`src/design/hds_map.svh`:
```
// offsets, field positions, reset values and timing figures of the hub status supervisor
`ifndef HDS_MAP_SVH
`define HDS_MAP_SVH
`define HDS_OFS_CTRL       8'h00
`define HDS_OFS_STATUS     8'h04
`define HDS_OFS_REQUIRED   8'h08
`define HDS_OFS_BAUD       8'h0c
`define HDS_OFS_IRQ_STAT   8'h10
`define HDS_OFS_IRQ_CLR    8'h14
`define HDS_OFS_IRQ_EN     8'h18
`define HDS_OFS_LAMPS      8'h1c
`define HDS_RST_REQUIRED   8'h00
`define HDS_RST_BAUD       32'h0000_0000
`define HDS_RST_IRQ_EN     4'h0
`define HDS_IRQ_DONE       0
`define HDS_IRQ_IDENT      1
`define HDS_IRQ_FAULT      2
`define HDS_IRQ_BLOCK      3
`define HDS_CLK_HZ         10000000
`define HDS_FLICKER_HZ     10
`define HDS_ALT_HZ         5
`define HDS_FLASH_HZ       2
`define HDS_IDENT_S        3
`define HDS_PARAM_REQ_BASE 16'h0097
`define HDS_PARAM_REQ_STEP 16'h0064
`define HDS_PARAM_PRESENCE 16'h001d
`define HDS_PRESENCE_CMD   32'hffff_fffc
`define HDS_REQ_MARK       32'h0000_0001
`define HDS_JOG_FWD_BASE   16'h00a0
`define HDS_JOG_BWD_BASE   16'h00a3
`define HDS_RS485_ADDR     8'h01
`define HDS_MCT_BASE       16'h0800
`endif

```
`src/design/hds_pkg.sv`:
```
// types shared by the hub status supervisor
package hds_pkg;
  typedef struct packed {
    logic red;
    logic green;
  } hds_rg_t;
  typedef struct packed {
    logic link;
    logic activity;
  } hds_port_lamp_t;
  typedef enum logic [2:0] {
    ST_IDLE  = 3'b000,
    ST_LOAD  = 3'b001,
    ST_PROBE = 3'b010,
    ST_CFG   = 3'b011,
    ST_NEXT  = 3'b100
  } hds_state_t;
endpackage : hds_pkg

```
`src/design/hds_supervisor.sv`:
```
// hub drive status supervisor: lamps, jog keys, presence test, required-drive bookkeeping
//
// What this block does
// - per network port: both lamps dark unlinked, green idle, yellow flickers 10 Hz on data
// - bus-fault lamp off in exchange, 2 Hz flash when connected, steady when unconnected
// - status-fault lamp off normally, 2 Hz for 3 s on identify, steady on faults
// - switch 0 shows collective status, above zero shows the selected drive only
// - collective lamp alternates red and green at 5 Hz during presence test
// - collective: red on required comm error, red plus green on required drive error
// - collective: extra drives flash green 2 Hz, or red plus green if one errs
// - collective: steady green only when exactly required drives present, none erring
// - single drive: off absent unrequired, red comm error, red+green drive error, else green
// - network run commands pass only while the drive-select switch reads 0
// - backward key jogs via set 163-165, forward via 160-162, default 1/16 turn
// - power-up presence test finds drives, restores baud, timeout, assigns address 1
// - presence test reloads the saved required-port record from non-volatile store
// - after test: red if required missing, green if exact, 2 Hz green if extra
// - nothing required at delivery; runs refused until required via parameter 151+(n-1)*100
// - writing -4 to parameter 29 reruns the whole presence test
//
// Local design decisions: the Wishbone register port and the address map.
`timescale 1ns/1ps
`include "hds_map.svh"

module hds_supervisor #(
  parameter int unsigned FLICKER_HALF = `HDS_CLK_HZ / (2 * `HDS_FLICKER_HZ),
  parameter int unsigned ALT_HALF     = `HDS_CLK_HZ / (2 * `HDS_ALT_HZ),
  parameter int unsigned FLASH_HALF   = `HDS_CLK_HZ / (2 * `HDS_FLASH_HZ),
  parameter int unsigned IDENT_CYC    = `HDS_IDENT_S * `HDS_CLK_HZ
) (
  input  wire  logic                   clk_i,
  input  wire  logic                   rst_i,
  input  wire  logic                   ce_i,
  // classic wishbone slave
  input  wire  logic                   wb_cyc_i,
  input  wire  logic                   wb_stb_i,
  input  wire  logic                   wb_we_i,
  input  wire  logic [7:0]             wb_adr_i,
  input  wire  logic [3:0]             wb_sel_i,
  input  wire  logic [31:0]            wb_dat_i,
  output logic       [31:0]            wb_dat_o,
  output logic                         wb_ack_o,
  output logic                         irq_o,
  // network side status
  input  wire  logic [1:0]             link_up_i,
  input  wire  logic [1:0]             activity_i,
  input  wire  logic                   net_connected_i,
  input  wire  logic                   cyclic_exchange_i,
  input  wire  logic                   identify_req_i,
  input  wire  logic                   watchdog_timeout_i,
  input  wire  logic                   system_fault_i,
  input  wire  logic                   diag_pending_i,
  // parameter writes arriving from the controller
  input  wire  logic                   param_wr_i,
  input  wire  logic [15:0]            param_num_i,
  input  wire  logic [31:0]            param_val_i,
  // network run commands, one per drive
  input  wire  logic [7:0]             run_cmd_i,
  output logic       [7:0]             run_en_o,
  // operator elements
  input  wire  logic [3:0]             drive_select_switch_i,
  input  wire  logic                   backward_jog_key_i,
  input  wire  logic                   forward_jog_key_i,
  output logic                         jog_start_o,
  output logic       [2:0]             jog_drive_o,
  output logic       [15:0]            jog_param_base_o,
  // drive health from the rs485 engine
  input  wire  logic [7:0]             comm_err_i,
  input  wire  logic [7:0]             drive_err_i,
  // presence test handshakes
  input  wire  logic [7:0]             nv_required_i,
  output logic       [7:0]             required_o,
  output logic                         probe_req_o,
  output logic       [2:0]             probe_port_o,
  input  wire  logic                   probe_done_i,
  input  wire  logic                   probe_found_i,
  output logic                         cfg_req_o,
  output logic       [3:0]             cfg_baud_o,
  output logic       [15:0]            cfg_timeout_o,
  output logic       [7:0]             cfg_addr_o,
  input  wire  logic                   cfg_ack_i,
  output logic                         testing_o,
  // lamps
  output hds_pkg::hds_port_lamp_t [1:0] port_lamp_o,
  output logic                         bus_fault_lamp_o,
  output logic                         status_fault_lamp_o,
  output hds_pkg::hds_rg_t             rs485_lamp_o
);

  hds_pkg::hds_state_t state;
  logic [2:0]  port;
  logic [7:0]  required;
  logic [7:0]  present;
  logic [31:0] baud;
  logic [3:0]  irq_stat;
  logic [3:0]  irq_en;
  logic [31:0] ident_cnt;
  logic [2:0]  phase;          // 0: 10 Hz, 1: 5 Hz, 2: 2 Hz
  logic        bwd_q;
  logic        fwd_q;
  logic        fault_q;
  logic        rerun;
  logic [7:0]  req_hit;
  logic [31:0] wmask;
  logic        wb_req;
  logic        wb_wr;
  logic [7:0]  miss;
  logic [7:0]  derr;
  logic [7:0]  extra;
  logic        any_fault;
  logic [7:0]  refused;
  logic [3:0]  irq_set;
  logic [3:0]  clr_mask;
  logic [2:0]  sel_idx;
  logic        sel_valid;
  hds_pkg::hds_rg_t next_rs485;

  localparam int unsigned HALF [3] = '{FLICKER_HALF, ALT_HALF, FLASH_HALF};

  // blink phases from one prescaler per rate; reset clears them so lamps start in step
  for (genvar r = 0; r < 3; r++) begin : g_blink
    logic [31:0] cnt;
    always_ff @(posedge clk_i) begin
      if (rst_i) begin
        cnt      <= 32'h0000_0000;
        phase[r] <= 1'b0;
      end else if (ce_i) begin
        if (cnt == 32'(HALF[r] - 1)) begin
          cnt      <= 32'h0000_0000;
          phase[r] <= ~phase[r];
        end else begin
          cnt <= cnt + 32'h0000_0001;
        end
      end
    end
  end

  // parameter numbers that mark drive n as required
  for (genvar n = 0; n < 8; n++) begin : g_req
    localparam logic [15:0] PNUM = 16'(`HDS_PARAM_REQ_BASE + 16'(n) * `HDS_PARAM_REQ_STEP);
    assign req_hit[n] = param_wr_i && (param_num_i == PNUM);
  end

  assign wb_req  = wb_cyc_i && wb_stb_i && !wb_ack_o;
  assign wb_wr   = wb_req && wb_we_i;
  assign wmask   = {{8{wb_sel_i[3]}}, {8{wb_sel_i[2]}}, {8{wb_sel_i[1]}}, {8{wb_sel_i[0]}}};

  // rerun request from the controller parameter or from the ctrl register bit 0
  assign rerun = (param_wr_i && param_num_i == `HDS_PARAM_PRESENCE &&
                  param_val_i == `HDS_PRESENCE_CMD) ||
                 (wb_wr && wb_adr_i[7:2] == `HDS_OFS_CTRL >> 2 && wb_sel_i[0] && wb_dat_i[0]);

  // presence test sequencer; reset is power-up so the test begins at once
  always_ff @(posedge clk_i) begin
    if (rst_i) begin
      state <= hds_pkg::ST_LOAD;
      port  <= 3'h0;
    end else if (ce_i) begin
      case (state)
        hds_pkg::ST_IDLE: begin
          if (rerun) begin
            state <= hds_pkg::ST_LOAD;
          end
        end
        hds_pkg::ST_LOAD: begin
          port  <= 3'h0;
          state <= hds_pkg::ST_PROBE;
        end
        hds_pkg::ST_PROBE: begin
          if (probe_done_i) begin
            state <= probe_found_i ? hds_pkg::ST_CFG : hds_pkg::ST_NEXT;
          end
        end
        hds_pkg::ST_CFG: begin
          if (cfg_ack_i) begin
            state <= hds_pkg::ST_NEXT;
          end
        end
        hds_pkg::ST_NEXT: begin
          if (port == 3'h7) begin
            state <= hds_pkg::ST_IDLE;
          end else begin
            port  <= port + 3'h1;
            state <= hds_pkg::ST_PROBE;
          end
        end
        default: state <= hds_pkg::ST_IDLE;
      endcase
    end
  end

  // presence map is rebuilt by every test; absent ports read as absent until probed
  always_ff @(posedge clk_i) begin
    if (rst_i) begin
      present <= 8'h00;
    end else if (ce_i) begin
      if (state == hds_pkg::ST_LOAD) begin
        present <= 8'h00;
      end else if (state == hds_pkg::ST_PROBE && probe_done_i) begin
        present[port] <= probe_found_i;
      end
    end
  end

  // required map: nothing after reset, reload from store at test start, then marks
  always_ff @(posedge clk_i) begin
    if (rst_i) begin
      required <= `HDS_RST_REQUIRED;
    end else if (ce_i) begin
      if (state == hds_pkg::ST_LOAD) begin
        required <= nv_required_i;
      end else if (|req_hit) begin
        for (int i = 0; i < 8; i++) begin
          if (req_hit[i]) begin
            required[i] <= (param_val_i == `HDS_REQ_MARK);
          end
        end
      end else if (wb_wr && wb_adr_i[7:2] == `HDS_OFS_REQUIRED >> 2 && wb_sel_i[0]) begin
        required <= wb_dat_i[7:0];
      end
    end
  end

  // stored baud codes, four bits per port, kept by software across power cycles
  always_ff @(posedge clk_i) begin
    if (rst_i) begin
      baud <= `HDS_RST_BAUD;
    end else if (ce_i && wb_wr && wb_adr_i[7:2] == `HDS_OFS_BAUD >> 2) begin
      baud <= (baud & ~wmask) | (wb_dat_i & wmask);
    end
  end

  // probe and config requests held until the rs485 engine answers
  assign probe_req_o   = (state == hds_pkg::ST_PROBE);
  assign probe_port_o  = port;
  assign cfg_req_o     = (state == hds_pkg::ST_CFG);
  assign cfg_addr_o    = `HDS_RS485_ADDR;
  assign testing_o     = (state != hds_pkg::ST_IDLE);
  assign required_o    = required;

  // restore this port's baud and scale the message-complete time with it
  always_ff @(posedge clk_i) begin
    if (rst_i) begin
      cfg_baud_o    <= 4'h0;
      cfg_timeout_o <= `HDS_MCT_BASE;
    end else if (ce_i) begin
      cfg_baud_o    <= baud[{port, 2'b00} +: 4];
      cfg_timeout_o <= `HDS_MCT_BASE >> baud[{port, 2'b00} +: 4];
    end
  end

  // run commands pass only for required drives and only with the switch at 0
  assign refused = run_cmd_i & ~(required & {8{drive_select_switch_i == 4'h0}});
  always_ff @(posedge clk_i) begin
    if (rst_i) begin
      run_en_o <= 8'h00;
    end else if (ce_i) begin
      run_en_o <= run_cmd_i & ~refused;
    end
  end

  // jog keys act on the rising edge; switch 0 selects no drive, so keys are ignored there
  assign sel_idx   = 3'(drive_select_switch_i - 4'h1);
  assign sel_valid = (drive_select_switch_i != 4'h0) && (drive_select_switch_i <= 4'h8);
  always_ff @(posedge clk_i) begin
    if (rst_i) begin
      bwd_q            <= 1'b0;
      fwd_q            <= 1'b0;
      jog_start_o      <= 1'b0;
      jog_drive_o      <= 3'h0;
      jog_param_base_o <= `HDS_JOG_FWD_BASE;
    end else if (ce_i) begin
      bwd_q       <= backward_jog_key_i;
      fwd_q       <= forward_jog_key_i;
      jog_start_o <= 1'b0;
      // backward wins if both keys land together; step size lives in the drive set
      if (sel_valid && backward_jog_key_i && !bwd_q) begin
        jog_start_o      <= 1'b1;
        jog_drive_o      <= sel_idx;
        jog_param_base_o <= `HDS_JOG_BWD_BASE;
      end else if (sel_valid && forward_jog_key_i && !fwd_q) begin
        jog_start_o      <= 1'b1;
        jog_drive_o      <= sel_idx;
        jog_param_base_o <= `HDS_JOG_FWD_BASE;
      end
    end
  end

  // identify window counts down from the request
  always_ff @(posedge clk_i) begin
    if (rst_i) begin
      ident_cnt <= 32'h0000_0000;
    end else if (ce_i) begin
      if (identify_req_i) begin
        ident_cnt <= 32'(IDENT_CYC);
      end else if (ident_cnt != 32'h0000_0000) begin
        ident_cnt <= ident_cnt - 32'h0000_0001;
      end
    end
  end

  // network side lamps
  always_ff @(posedge clk_i) begin
    if (rst_i) begin
      port_lamp_o         <= '0;
      bus_fault_lamp_o    <= 1'b1;
      status_fault_lamp_o <= 1'b0;
    end else if (ce_i) begin
      for (int p = 0; p < 2; p++) begin
        port_lamp_o[p].link     <= link_up_i[p];
        port_lamp_o[p].activity <= link_up_i[p] & activity_i[p] & phase[0];
      end
      if (cyclic_exchange_i) begin
        bus_fault_lamp_o <= 1'b0;
      end else if (net_connected_i) begin
        bus_fault_lamp_o <= phase[2];
      end else begin
        bus_fault_lamp_o <= 1'b1;
      end
      // a standing fault outranks the identify flash
      if (watchdog_timeout_i || system_fault_i || diag_pending_i) begin
        status_fault_lamp_o <= 1'b1;
      end else begin
        status_fault_lamp_o <= (ident_cnt != 32'h0000_0000) & phase[2];
      end
    end
  end

  // drive health classes; a missing required drive counts as a comm error
  assign miss      = required & (comm_err_i | ~present);
  assign derr      = required & ~miss & drive_err_i;
  assign extra     = present & ~required;
  assign any_fault = !testing_o && (|miss);

  // rs485 lamp selection
  always_comb begin
    next_rs485 = '0;
    if (drive_select_switch_i != 4'h0) begin
      if (!sel_valid || (!present[sel_idx] && !required[sel_idx])) begin
        next_rs485 = '0;
      end else if (miss[sel_idx] || comm_err_i[sel_idx]) begin
        next_rs485.red = 1'b1;
      end else if (drive_err_i[sel_idx]) begin
        next_rs485 = '{red: 1'b1, green: 1'b1};
      end else begin
        next_rs485.green = 1'b1;
      end
    end else if (testing_o) begin
      next_rs485 = '{red: phase[1], green: ~phase[1]};
    end else if (|miss) begin
      next_rs485.red = 1'b1;
    end else if (|derr) begin
      next_rs485 = '{red: 1'b1, green: 1'b1};
    end else if (|extra) begin
      next_rs485.green = phase[2];
      next_rs485.red   = phase[2] & (|(extra & drive_err_i));
    end else begin
      next_rs485.green = 1'b1;
    end
  end

  always_ff @(posedge clk_i) begin
    if (rst_i) begin
      rs485_lamp_o <= '0;
    end else if (ce_i) begin
      rs485_lamp_o <= next_rs485;
    end
  end

  // interrupt events; a set in the same cycle as its clear wins
  assign irq_set[`HDS_IRQ_DONE]  = (state == hds_pkg::ST_NEXT) && (port == 3'h7);
  assign irq_set[`HDS_IRQ_IDENT] = identify_req_i;
  assign irq_set[`HDS_IRQ_FAULT] = any_fault && !fault_q;
  assign irq_set[`HDS_IRQ_BLOCK] = |refused;
  assign clr_mask = (wb_wr && wb_adr_i[7:2] == `HDS_OFS_IRQ_CLR >> 2 && wb_sel_i[0]) ?
                    wb_dat_i[3:0] : 4'h0;

  always_ff @(posedge clk_i) begin
    if (rst_i) begin
      irq_stat <= 4'h0;
      fault_q  <= 1'b0;
      irq_en   <= `HDS_RST_IRQ_EN;
    end else if (ce_i) begin
      fault_q  <= any_fault;
      irq_stat <= (irq_stat & ~clr_mask) | irq_set;
      if (wb_wr && wb_adr_i[7:2] == `HDS_OFS_IRQ_EN >> 2 && wb_sel_i[0]) begin
        irq_en <= wb_dat_i[3:0];
      end
    end
  end

  assign irq_o = |(irq_stat & irq_en);

  // bus answer one cycle after the strobe; unmapped reads return zero, writes drop
  always_ff @(posedge clk_i) begin
    if (rst_i) begin
      wb_ack_o <= 1'b0;
      wb_dat_o <= 32'h0000_0000;
    end else if (ce_i) begin
      wb_ack_o <= wb_req;
      if (wb_req && !wb_we_i) begin
        case (wb_adr_i[7:2])
          `HDS_OFS_STATUS >> 2:
            wb_dat_o <= {12'h000, drive_select_switch_i, present, 1'b0, state, 3'h0, testing_o};
          `HDS_OFS_REQUIRED >> 2: wb_dat_o <= {24'h00_0000, required};
          `HDS_OFS_BAUD >> 2:     wb_dat_o <= baud;
          `HDS_OFS_IRQ_STAT >> 2: wb_dat_o <= {28'h000_0000, irq_stat};
          `HDS_OFS_IRQ_EN >> 2:   wb_dat_o <= {28'h000_0000, irq_en};
          `HDS_OFS_LAMPS >> 2:
            wb_dat_o <= {24'h00_0000, port_lamp_o, bus_fault_lamp_o, status_fault_lamp_o,
                         rs485_lamp_o};
          default:                wb_dat_o <= 32'h0000_0000;
        endcase
      end
    end
  end

endmodule : hds_supervisor

```
`config.mk`:
```
export PLATFORM = sky130hd
export DESIGN_NAME = hds_supervisor
export DESIGN_NICKNAME = d
export VERILOG_FILES = /design/src/design/hds_pkg.sv /design/src/design/hds_supervisor.sv
export VERILOG_INCLUDE_DIRS = /design/src /design/src/design
export SDC_FILE = /design/constraint.sdc
export NUM_CORES = 1
export LEC_CHECK = 0
export ABC_CLOCK_PERIOD_IN_PS = 8000
export BUFFER_PORTS_ARGS = -buffer_cell sky130_fd_sc_hd__clkbuf_2
export CAP_MARGIN = 20
export CORE_MARGIN = 2
export CORE_UTILIZATION = 60
export DETAILED_ROUTE_END_ITERATION = 7
export PLACE_DENSITY = 0.95
export SKIP_CTS_REPAIR_TIMING = 1
export SLEW_MARGIN = 20
export SYNTH_ARGS = -nofsm -noshare
export SYNTH_HDL_FRONTEND = slang
export SYNTH_SLANG_ARGS = --single-unit
```
`constraint.sdc`:
```
create_clock -name clk_i -period 8 [get_ports clk_i]
set_input_delay 2 -clock clk_i [delete_from_list [all_inputs] [get_ports clk_i]]
set_output_delay 2 -clock clk_i [all_outputs]
set_load 0.01 [all_outputs]
```
==> impl_metrics.ini, run 1 <==
[outcome]
outcome = complete, but fails checks
failed_checks = DRC

[setup_path]
path_max_fanout = 27
start_kind = input port
rrSetupSlack_ns = 4.61
critPathArrivalTime_ns = 5.00
setup.worst_path.class = input port to flop
cp_data_required_time_ns = 8.44
worstSetupEndpointType = flop

[pwr]
power_switching_share_pct = 27.1
p_int_w = 0.00221
p_clk_share_pct = 40.0
peakVddDrop_mv = 0.158
leakage_nw = 5.84
switching_power_w = 0.000822
p_seq_share_pct = 46.8
power_w = 0.00303
pwr-share-comb_pct = 13.2
p_per_area_nw_per_um2 = 198

[synth]
yosys.area_share.xor_xnor_pct = 7.51
yosys_warnings = 0
synth_top_cell_by_area = dfxtp_1
ys_ff_latch = 266
async_reset_ff_share_pct = 0
synth_flop_cell = dfxtp_1
synth_edf_count = 0
syn_inst = 1646
synth-compound-area-share_pct = 12.7
synth_area_leaders = dfxtp_1, nor2_1, nand2_1, a21oi_1, xor2_1
synth-simple-area-share_pct = 30.1
ys_types = 74
synth_fa_ha_area_share_pct = 0.753
synth_area_per_cell_um2 = 8.07
synth-seq-area-share_pct = 40.1
synth_top_family_by_area = simple AND/OR/NAND/NOR gates
syn_area_um2 = 13300
synth_mux_area_share_pct = 3.91
synth_top_area_share_pct = 40.1

[global_routing]
grt_max_degree = 108
grt_pass1_wl_um = 62700
antenna_found_initial = 5
grt-ovfl-total = 0
grt_pass1_vias = 12443
gr-usage-all-layers_pct = 32.1

[clock_network]
htree_levels = 1
clock_sinks = 266
cts_tree = done
clk_pin_slew_ns = 0.06
clockRootBuffer = clkbuf_16
cts_made_buffers = 27
clock_latency_ns = 0.54
clockBufferDepth = 3

[sta]
post-route-min-period_ns = 4.55
hold_ws_ns = 0.458
skew_ns = 0.0138
rsz0062_at_grt = no
drv_slew = 0
max_slew_margin_pct = 26.6
fin_ws_ns = 3.45
finalSetupTns_ns = 0
hold_viol = 0
max_slew.worst_pin.slew_ns = 1.10
setup_violations = 0
clock.fmax_mhz = 220
min_period_over_period_pct = 56.9

[detailed_routing]
vias = 13291
highest_layer = met5
dr.pass1.iters = 8
drc_errors = 2
wl_met1_um = 15500
met2WireLength_um = 17900
route.met3.wl_um = 3930
routed_wl_um = 39100
avgViaCountPerCell = 6.25
initialDrtViolationCount = 1395
detail-route-antenna-nets = 0
wire_per_inst_um = 18.4

[die]
io-pin-count = 262
die_area_um2 = 23400
die_h_um = 153
start_util_pct = 61.1
die_x_um = 153
row_count = 54
core-area_um2 = 21800

[placement]
port-buffer-count = 233
place_hpwl_um = 28300
gp_congestion = 0.962
placedCellCount = 2077
place_ws_ns = 2.79

[cells_and_area]
area_delta_synth_final_pct = 15.0
fin_nets = 1985
drive_gt1_share_pct = 17.6
stdcell_count = 2128
mostFrequentLayoutCell = dfxtp_1
mostFrequentLayoutCells = dfxtp_1, clkbuf_2, nor2_1

[min_path]
hold_class = flop to flop

[job]
drv_cap = 0
-- worst max-delay path, stage by stage --
cell	delay, ns
clkbuf_2	0.07
and3b_1	0.23
nand2_1	0.12
nor2_2	0.82
o311ai_1	0.43
nor4b_2	0.98
nand2_1	0.16
a31oi_1	0.19
-- cell type report --
type	instances	area, um2
multi-input cells	1262	7420
fillers	1606	6470
clock buffers	39	771
inverters	28	105
clock inverters	7	66.3
flip-flops and latches	266	5330
diodes	4	10.0
well taps	280	350
repair buffers	242	1240
-- kinds of logic (layout without fill, tap and decap cells) --
kind of cell | Yosys count | count (layout)
DFF | 266 | 266
other | 2 | 30
adders and majority gates | 8 | 8
buffers and inverters | 142 | 316
xor gates and xnor gates | 114 | 114
muxes | 41 | 41
AOI/OAI and AO/OA | 276 | 276
and+or+nand+nor | 797 | 797
-- routing by layer --
layer  global-route usage [%]  vias to the layer above
li1                         -                     6155
met1                     42.2                     6220
met2                     51.9                      762
met3                     6.12                      152
met4                     14.0                        2
met5                        0                        -
-- per-stage QoR --
step	util (%)	cell area (um2)
2_1_floorplan	-	13400
3_3_place_gp	66.3	14400
3_5_place_dp	66.3	14400
4_1_cts	70.2	15300
5_1_grt	70.2	15300
6_report	70.3	15300
-- path summary, 6_finish.rpt --
path	to	cells past startpoint	from
setup / recovery	wb_dat_o[16]$_SDFFE_PP0P_	8	wb_cyc_i
hold / removal	wb_dat_o[24]$_SDFFE_PP0P_	2	wb_dat_o[24]$_SDFFE_PP0P_
setup reg to reg	wb_dat_o[16]$_SDFFE_PP0P_	7	wb_ack_o$_SDFFE_PP0P_
hold reg to reg	wb_dat_o[24]$_SDFFE_PP0P_	2	wb_dat_o[24]$_SDFFE_PP0P_
-- power groups by stage --
| stage | Clock, W | Sequential (W) | Combinational [W] |
|---|---|---|---|
| after floorplan | 0 | 0.00141 | 0.000285 |
| after global placement | 0 | 0.00144 | 0.000372 |
| after detailed placement | 0 | 0.00144 | 0.000384 |
| after CTS | 0.00122 | 0.00141 | 0.000389 |
| after global routing | 0.00127 | 0.00142 | 0.000431 |
| final | 0.00121 | 0.00142 | 0.000399 |
-- synth_stat cells (27+ instances only) --
cell type  instances
nor2_1           227
nand2_1          190
a21oi_1          113
xor2_1            61
nand4_1           54
nor4_1            38
nand3_1           92
and3_1            27
xnor2_1           53
dfxtp_1          266
clkbuf_1          67
buf_4             27
inv_1             28
nor3_1            33
o21ai_0           44
a22oi_1           42
Note: power is estimated with default switching activity, not from simulation.
==> inputs of run 2 (changes only) <==
- ABC_CLOCK_PERIOD_IN_PS: 8000 -> 4440
- CORE_UTILIZATION: 60 -> 56
- PLACE_DENSITY: 0.95 -> 0.91
- clock period: 8 -> 4.44 ns (I/O delays scaled with it)
==> run 2 against run 1 <==
The run now ends clean; global-route usage down 1.2 points; worst setup slack got worse by 2.3 ns; utilization down 4.0 points; first-iteration DRC count shrank 21%; cell area grew 1.5%; combinational power rose by 79%; critical endpoint is now testing_o.
==> impl_metrics.ini, run 2 (synthesis results as in run 1) <==
[setup_path]
slowest_stage = nor3_1
crit_buf_inv = 2
crit_chain = nor3_1 > inv_1 > clkbuf_2
crit_cells = 3
path_max_fanout = 10
crit_path_max_incr_delay_ns = 0.65
rr_worst_depth = 5
worstSetupEndpointType = primary output
cp_data_required_time_ns = 3.33
critPathArrivalTime_ns = 2.14
setup.worst_path.class = flop to primary output
crit_family = simple AND/OR/NAND/NOR gates
start_kind = flop

[placement]
dpl-instance-area_um2 = 14500
port-buffer-count = 233
place_hpwl_um = 28700
place_ws_ns = 0.890
gp_congestion = 1.05

[clock_network]
clockBufferDepth = 3
cts_tree = done
htree_levels = 1
clk_pin_slew_ns = 0.06
clock_sinks = 266
cts_made_buffers = 28
clock_latency_ns = 0.55
clockRootBuffer = clkbuf_16

[die]
die_area_um2 = 25000
start_util_pct = 56.8
core-area_um2 = 23400
io-pin-count = 262
die_h_um = 158
die_x_um = 158
row_count = 56

[pwr]
power_w = 0.00567
peakVddDrop_mv = 0.258
p_per_area_nw_per_um2 = 366
leakage_nw = 5.94

[cells_and_area]
multi_input_area_um2 = 7420
fin_nets = 1995
drive_gt1_share_pct = 18.1
area_delta_synth_final_pct = 16.7
seqCellArea_um2 = 5330
mostFrequentLayoutCell = dfxtp_1
nFillCells = 1925
mostFrequentLayoutCells = dfxtp_1, clkbuf_2, nor2_1
design_area_um2 = 15500

[detailed_routing]
wire_per_inst_um = 18.2
avgViaCountPerCell = 6.04
initialDrtViolationCount = 1102
dr.pass1.iters = 8
drc_errors = 0
detail-route-antenna-nets = 0
vias = 13166
routed_wl_um = 39700

[sta]
hold_ws_ns = 0.453
clock.fmax_mhz = 307
rsz0062_at_grt = no
hold_viol = 0
fin_ws_ns = 1.19
skew_ns = 0.0112
min_period_over_period_pct = 73.2
post-route-min-period_ns = 3.25
max_slew_margin_pct = 30.9
max_slew.worst_pin.slew_ns = 1.02
drv_slew = 0
setup_violations = 0
finalSetupTns_ns = 0

[min_path]
min_path_cells = 2
hold_class = flop to flop

[global_routing]
grt-ovfl-total = 0
grt_max_degree = 98
grt_pass1_vias = 12440
gr-usage-all-layers_pct = 30.9
antenna_found_initial = 5
grt_pass1_wl_um = 62600

[outcome]
outcome = finished clean

[job]
drv_cap = 0
-- run 2: through the flow --
| stage | util [%] | instances |
|---|---|---|
| 2_1_floorplan | - | 1670 |
| 3_3_place_gp | 62.2 | 2126 |
| 3_5_place_dp | 62.2 | 2126 |
| 4_1_cts | 66.2 | 2177 |
| 5_1_grt | 66.3 | 2180 |
| 6_report | 66.3 | 2181 |
-- run 2: final timing paths --
path | from | end | slack, ns
worst min register to register | wb_dat_o[25]$_SDFFE_PP0P_ | wb_dat_o[25]$_SDFFE_PP0P_ | 0.45
worst max register to register | ident_cnt[12]$_SDFFE_PP0P_ | status_fault_lamp_o$_SDFFE_PP0P_ | 1.37
worst min-delay path | wb_dat_o[25]$_SDFFE_PP0P_ | wb_dat_o[25]$_SDFFE_PP0P_ | 0.45
worst max-delay path | state[2]$_SDFFE_PP0P_ | testing_o | 1.19
-- run 2: area by class of cell --
type                       count  area share, %
sequential                   266           34.3
antenna                        4         0.0645
inverter                      28          0.678
tap                          319           2.57
clock inverter                 6          0.541
multi-input combinational   1262           47.8
clock buffer                  45           5.58
timing repair buffer         251           8.41
-- run 2: worst min-delay path, delay by kind of cell, from the launching register on --
family / cells / cell delay [ns]
compound gates: 1 / 0.05
flops: 1 / 0.31
simple gates: 1 / 0.05
-- run 2: layer usage --
metal	routed length [um]	vias to the layer above	track usage, %	share of wire [%]
met5	27	-	0	0.068
met1	15800	6159	38.6	40
met2	18300	683	50.5	46
met4	1700	4	13.4	4.3
met3	3830	137	8.08	9.7
li1	-	6183	-	-
-- run 2: power by group --
part | internal (W) | switching, W
Sequential | 0.00245 | 0.000110
Clock | 0.00144 | 0.000956
Combinational | 0.000274 | 0.000440
==> inputs of run 3 (changes only) <==
- ABC_CLOCK_PERIOD_IN_PS: 4440 -> 3100
- clock period: 4.44 -> 3.1 ns (I/O delays scaled with it)
==> run 3 against run 2 <==
Hold slack is essentially flat; clock-buffer cell count fell by 2; die area unchanged; critical path depth rose by 3; sequential power rose by 43%; utilization grew 0.64 points; register-to-register slack got worse by 1.1 ns; cell area is 0.96% higher; first-iteration DRC count rose by 12%.
==> impl_metrics.ini, run 3 (synthesis results as in run 1) <==
[pwr]
leakage_nw = 6.04
p_int_w = 0.00596
power_switching_share_pct = 26.7
p_per_area_nw_per_um2 = 520
switching_power_w = 0.00218
peakVddDrop_mv = 0.375
pwr-share-comb_pct = 13.1
p_seq_share_pct = 44.9
p_clk_share_pct = 42.0

[sta]
skew_ns = 0.0129
max_slew.worst_pin.slew_ns = 0.765
finalSetupTns_ns = 0
post-route-min-period_ns = 2.87
setup_violations = 0
min_period_over_period_pct = 92.6
hold_viol = 0
drv_slew = 0
max_slew_margin_pct = 49.0
rsz0062_at_grt = no
clock.fmax_mhz = 348

[clock_network]
clk_pin_slew_ns = 0.06
cts_made_buffers = 28
clockRootBuffer = clkbuf_16
htree_levels = 1
clockBufferDepth = 3
clock_latency_ns = 0.55
cts_tree = done
clock_sinks = 266

[min_path]
hold_class = flop to flop
min_path_cells = 2
hold_end = wb_dat_o[25]$_SDFFE_PP0P_
hp-start = wb_dat_o[25]$_SDFFE_PP0P_

[die]
core-area_um2 = 23400
io-pin-count = 262
die_x_um = 158
row_count = 56
die_area_um2 = 25000
start_util_pct = 56.8
die_h_um = 158

[cells_and_area]
nFillCells = 1844
fin_nets = 2014
mostFrequentLayoutCell = dfxtp_1
stdcell_count = 2197
mostFrequentLayoutCells = dfxtp_1, clkbuf_2, nor2_1
area_delta_synth_final_pct = 17.8
drive_gt1_share_pct = 19.2

[global_routing]
antenna_found_initial = 3
grt_max_degree = 158
grt-ovfl-total = 0
grt_pass1_wl_um = 63800
gr-usage-all-layers_pct = 31.7
grt_pass1_vias = 12696

[detailed_routing]
initialDrtViolationCount = 1234
detail-route-antenna-nets = 0
vias = 13302
drc_errors = 0
avgViaCountPerCell = 6.05
wire_per_inst_um = 18.5
routed_wl_um = 40700
dr.pass1.iters = 6

[setup_path]
start_kind = flop
setup.worst_path.class = flop to flop
crit_path_max_incr_delay_ns = 0.63
r2r_start = ident_cnt[4]$_SDFFE_PP0P_
critPathArrivalTime_ns = 3.27
crit_family = simple AND/OR/NAND/NOR gates
rrSetupSlack_ns = 0.23
worstSetupEndpointType = flop
crit_chain = or3_1 > nor4_2 > nand4b_1 > nor4_1 > xnor2_1 > a21oi_1
rr_endpoint = ident_cnt[22]$_SDFFE_PP0P_
crit_cells = 6
cp_data_required_time_ns = 3.50
crit_buf_inv = 0
path_max_fanout = 11
rr_worst_depth = 6
slowest_stage = nand4b_1

[placement]
port-buffer-count = 233
placedCellCount = 2145
gp_congestion = 0.979
place_hpwl_um = 29400

[job]
drv_cap = 0

[outcome]
outcome = finished clean
-- run 3: cell count changes in the layout (fill, tap and decap cells not counted), sizes merged --
cell and change:
buf +19, clkbuf -2, clkinv +2, diode -2, bufinv -1
-- run 3: area by class of cell --
| cell class | count | area (um2) | area share, % |
|---|---|---|---|
| timing repair buffer | 270 | 1460 | 9.32 |
| tap | 319 | 399 | 2.55 |
| clock buffer | 43 | 888 | 5.67 |
| clock inverter | 7 | 60.1 | 0.384 |
| sequential | 266 | 5330 | 34.0 |
| multi-input combinational | 1262 | 7420 | 47.4 |
| antenna | 2 | 5.00 | 0.0320 |
| inverter | 28 | 105 | 0.671 |
-- run 3: through the flow --
stage | hold slack [ns] | setup slack [ns] | total power (W) | area, um2 | utilization, %
floorplan | 0.443 | 0.300 | 0.00439 | 13400 | -
global placement | 0.440 | 0.276 | 0.00471 | 14700 | 62.8
detailed placement | 0.447 | 0.243 | 0.00475 | 14700 | 62.8
CTS | 0.448 | 0.250 | 0.00812 | 15700 | 66.9
global route | 0.466 | 0.0611 | 0.00838 | 15700 | 66.9
finish | 0.453 | 0.228 | 0.00814 | 15700 | 66.9
-- run 3: worst max-delay path by stage --
stage / startpoint / to / slack (ns)
CTS: ident_cnt[4]$_SDFFE_PP0P_ / ident_cnt[22]$_SDFFE_PP0P_ / 0.25
detailed placement: param_num_i[11] / required_o[1]$_SDFFE_PP0P_ / 0.24
global route: ident_cnt[4]$_SDFFE_PP0P_ / ident_cnt[22]$_SDFFE_PP0P_ / 0.06
global placement: param_num_i[11] / required_o[7]$_SDFFE_PP0P_ / 0.28
floorplan: drive_select_switch_i[0] / rs485_lamp_o[0]$_SDFFE_PP0P_ / 0.30
finish: ident_cnt[4]$_SDFFE_PP0P_ / ident_cnt[22]$_SDFFE_PP0P_ / 0.23
-- run 3: power by group through the flow --
stage,Combinational [W],Clock (W),Sequential (W)
floorplan,0.000734,0,0.00365
global placement,0.000996,0,0.00371
detailed placement,0.00103,0,0.00372
CTS,0.00104,0.00343,0.00365
global route,0.00115,0.00357,0.00366
finish,0.00106,0.00342,0.00365
-- run 3: metal layers --
layer / share of wire (%) / track usage, % / up-vias
li1: - / - / 6209
met1: 39 / 39.1 / 6265
met2: 48 / 54.2 / 706
met3: 9.6 / 6.49 / 118
met4: 3.3 / 12.5 / 4
met5: 0.064 / 0 / -
-- run 3: tightest hold or removal path, stage by stage, from the launching register on --
cell and delay, ns:
dfxtp_1 0.31, nand2_1 0.05, a21oi_1 0.05
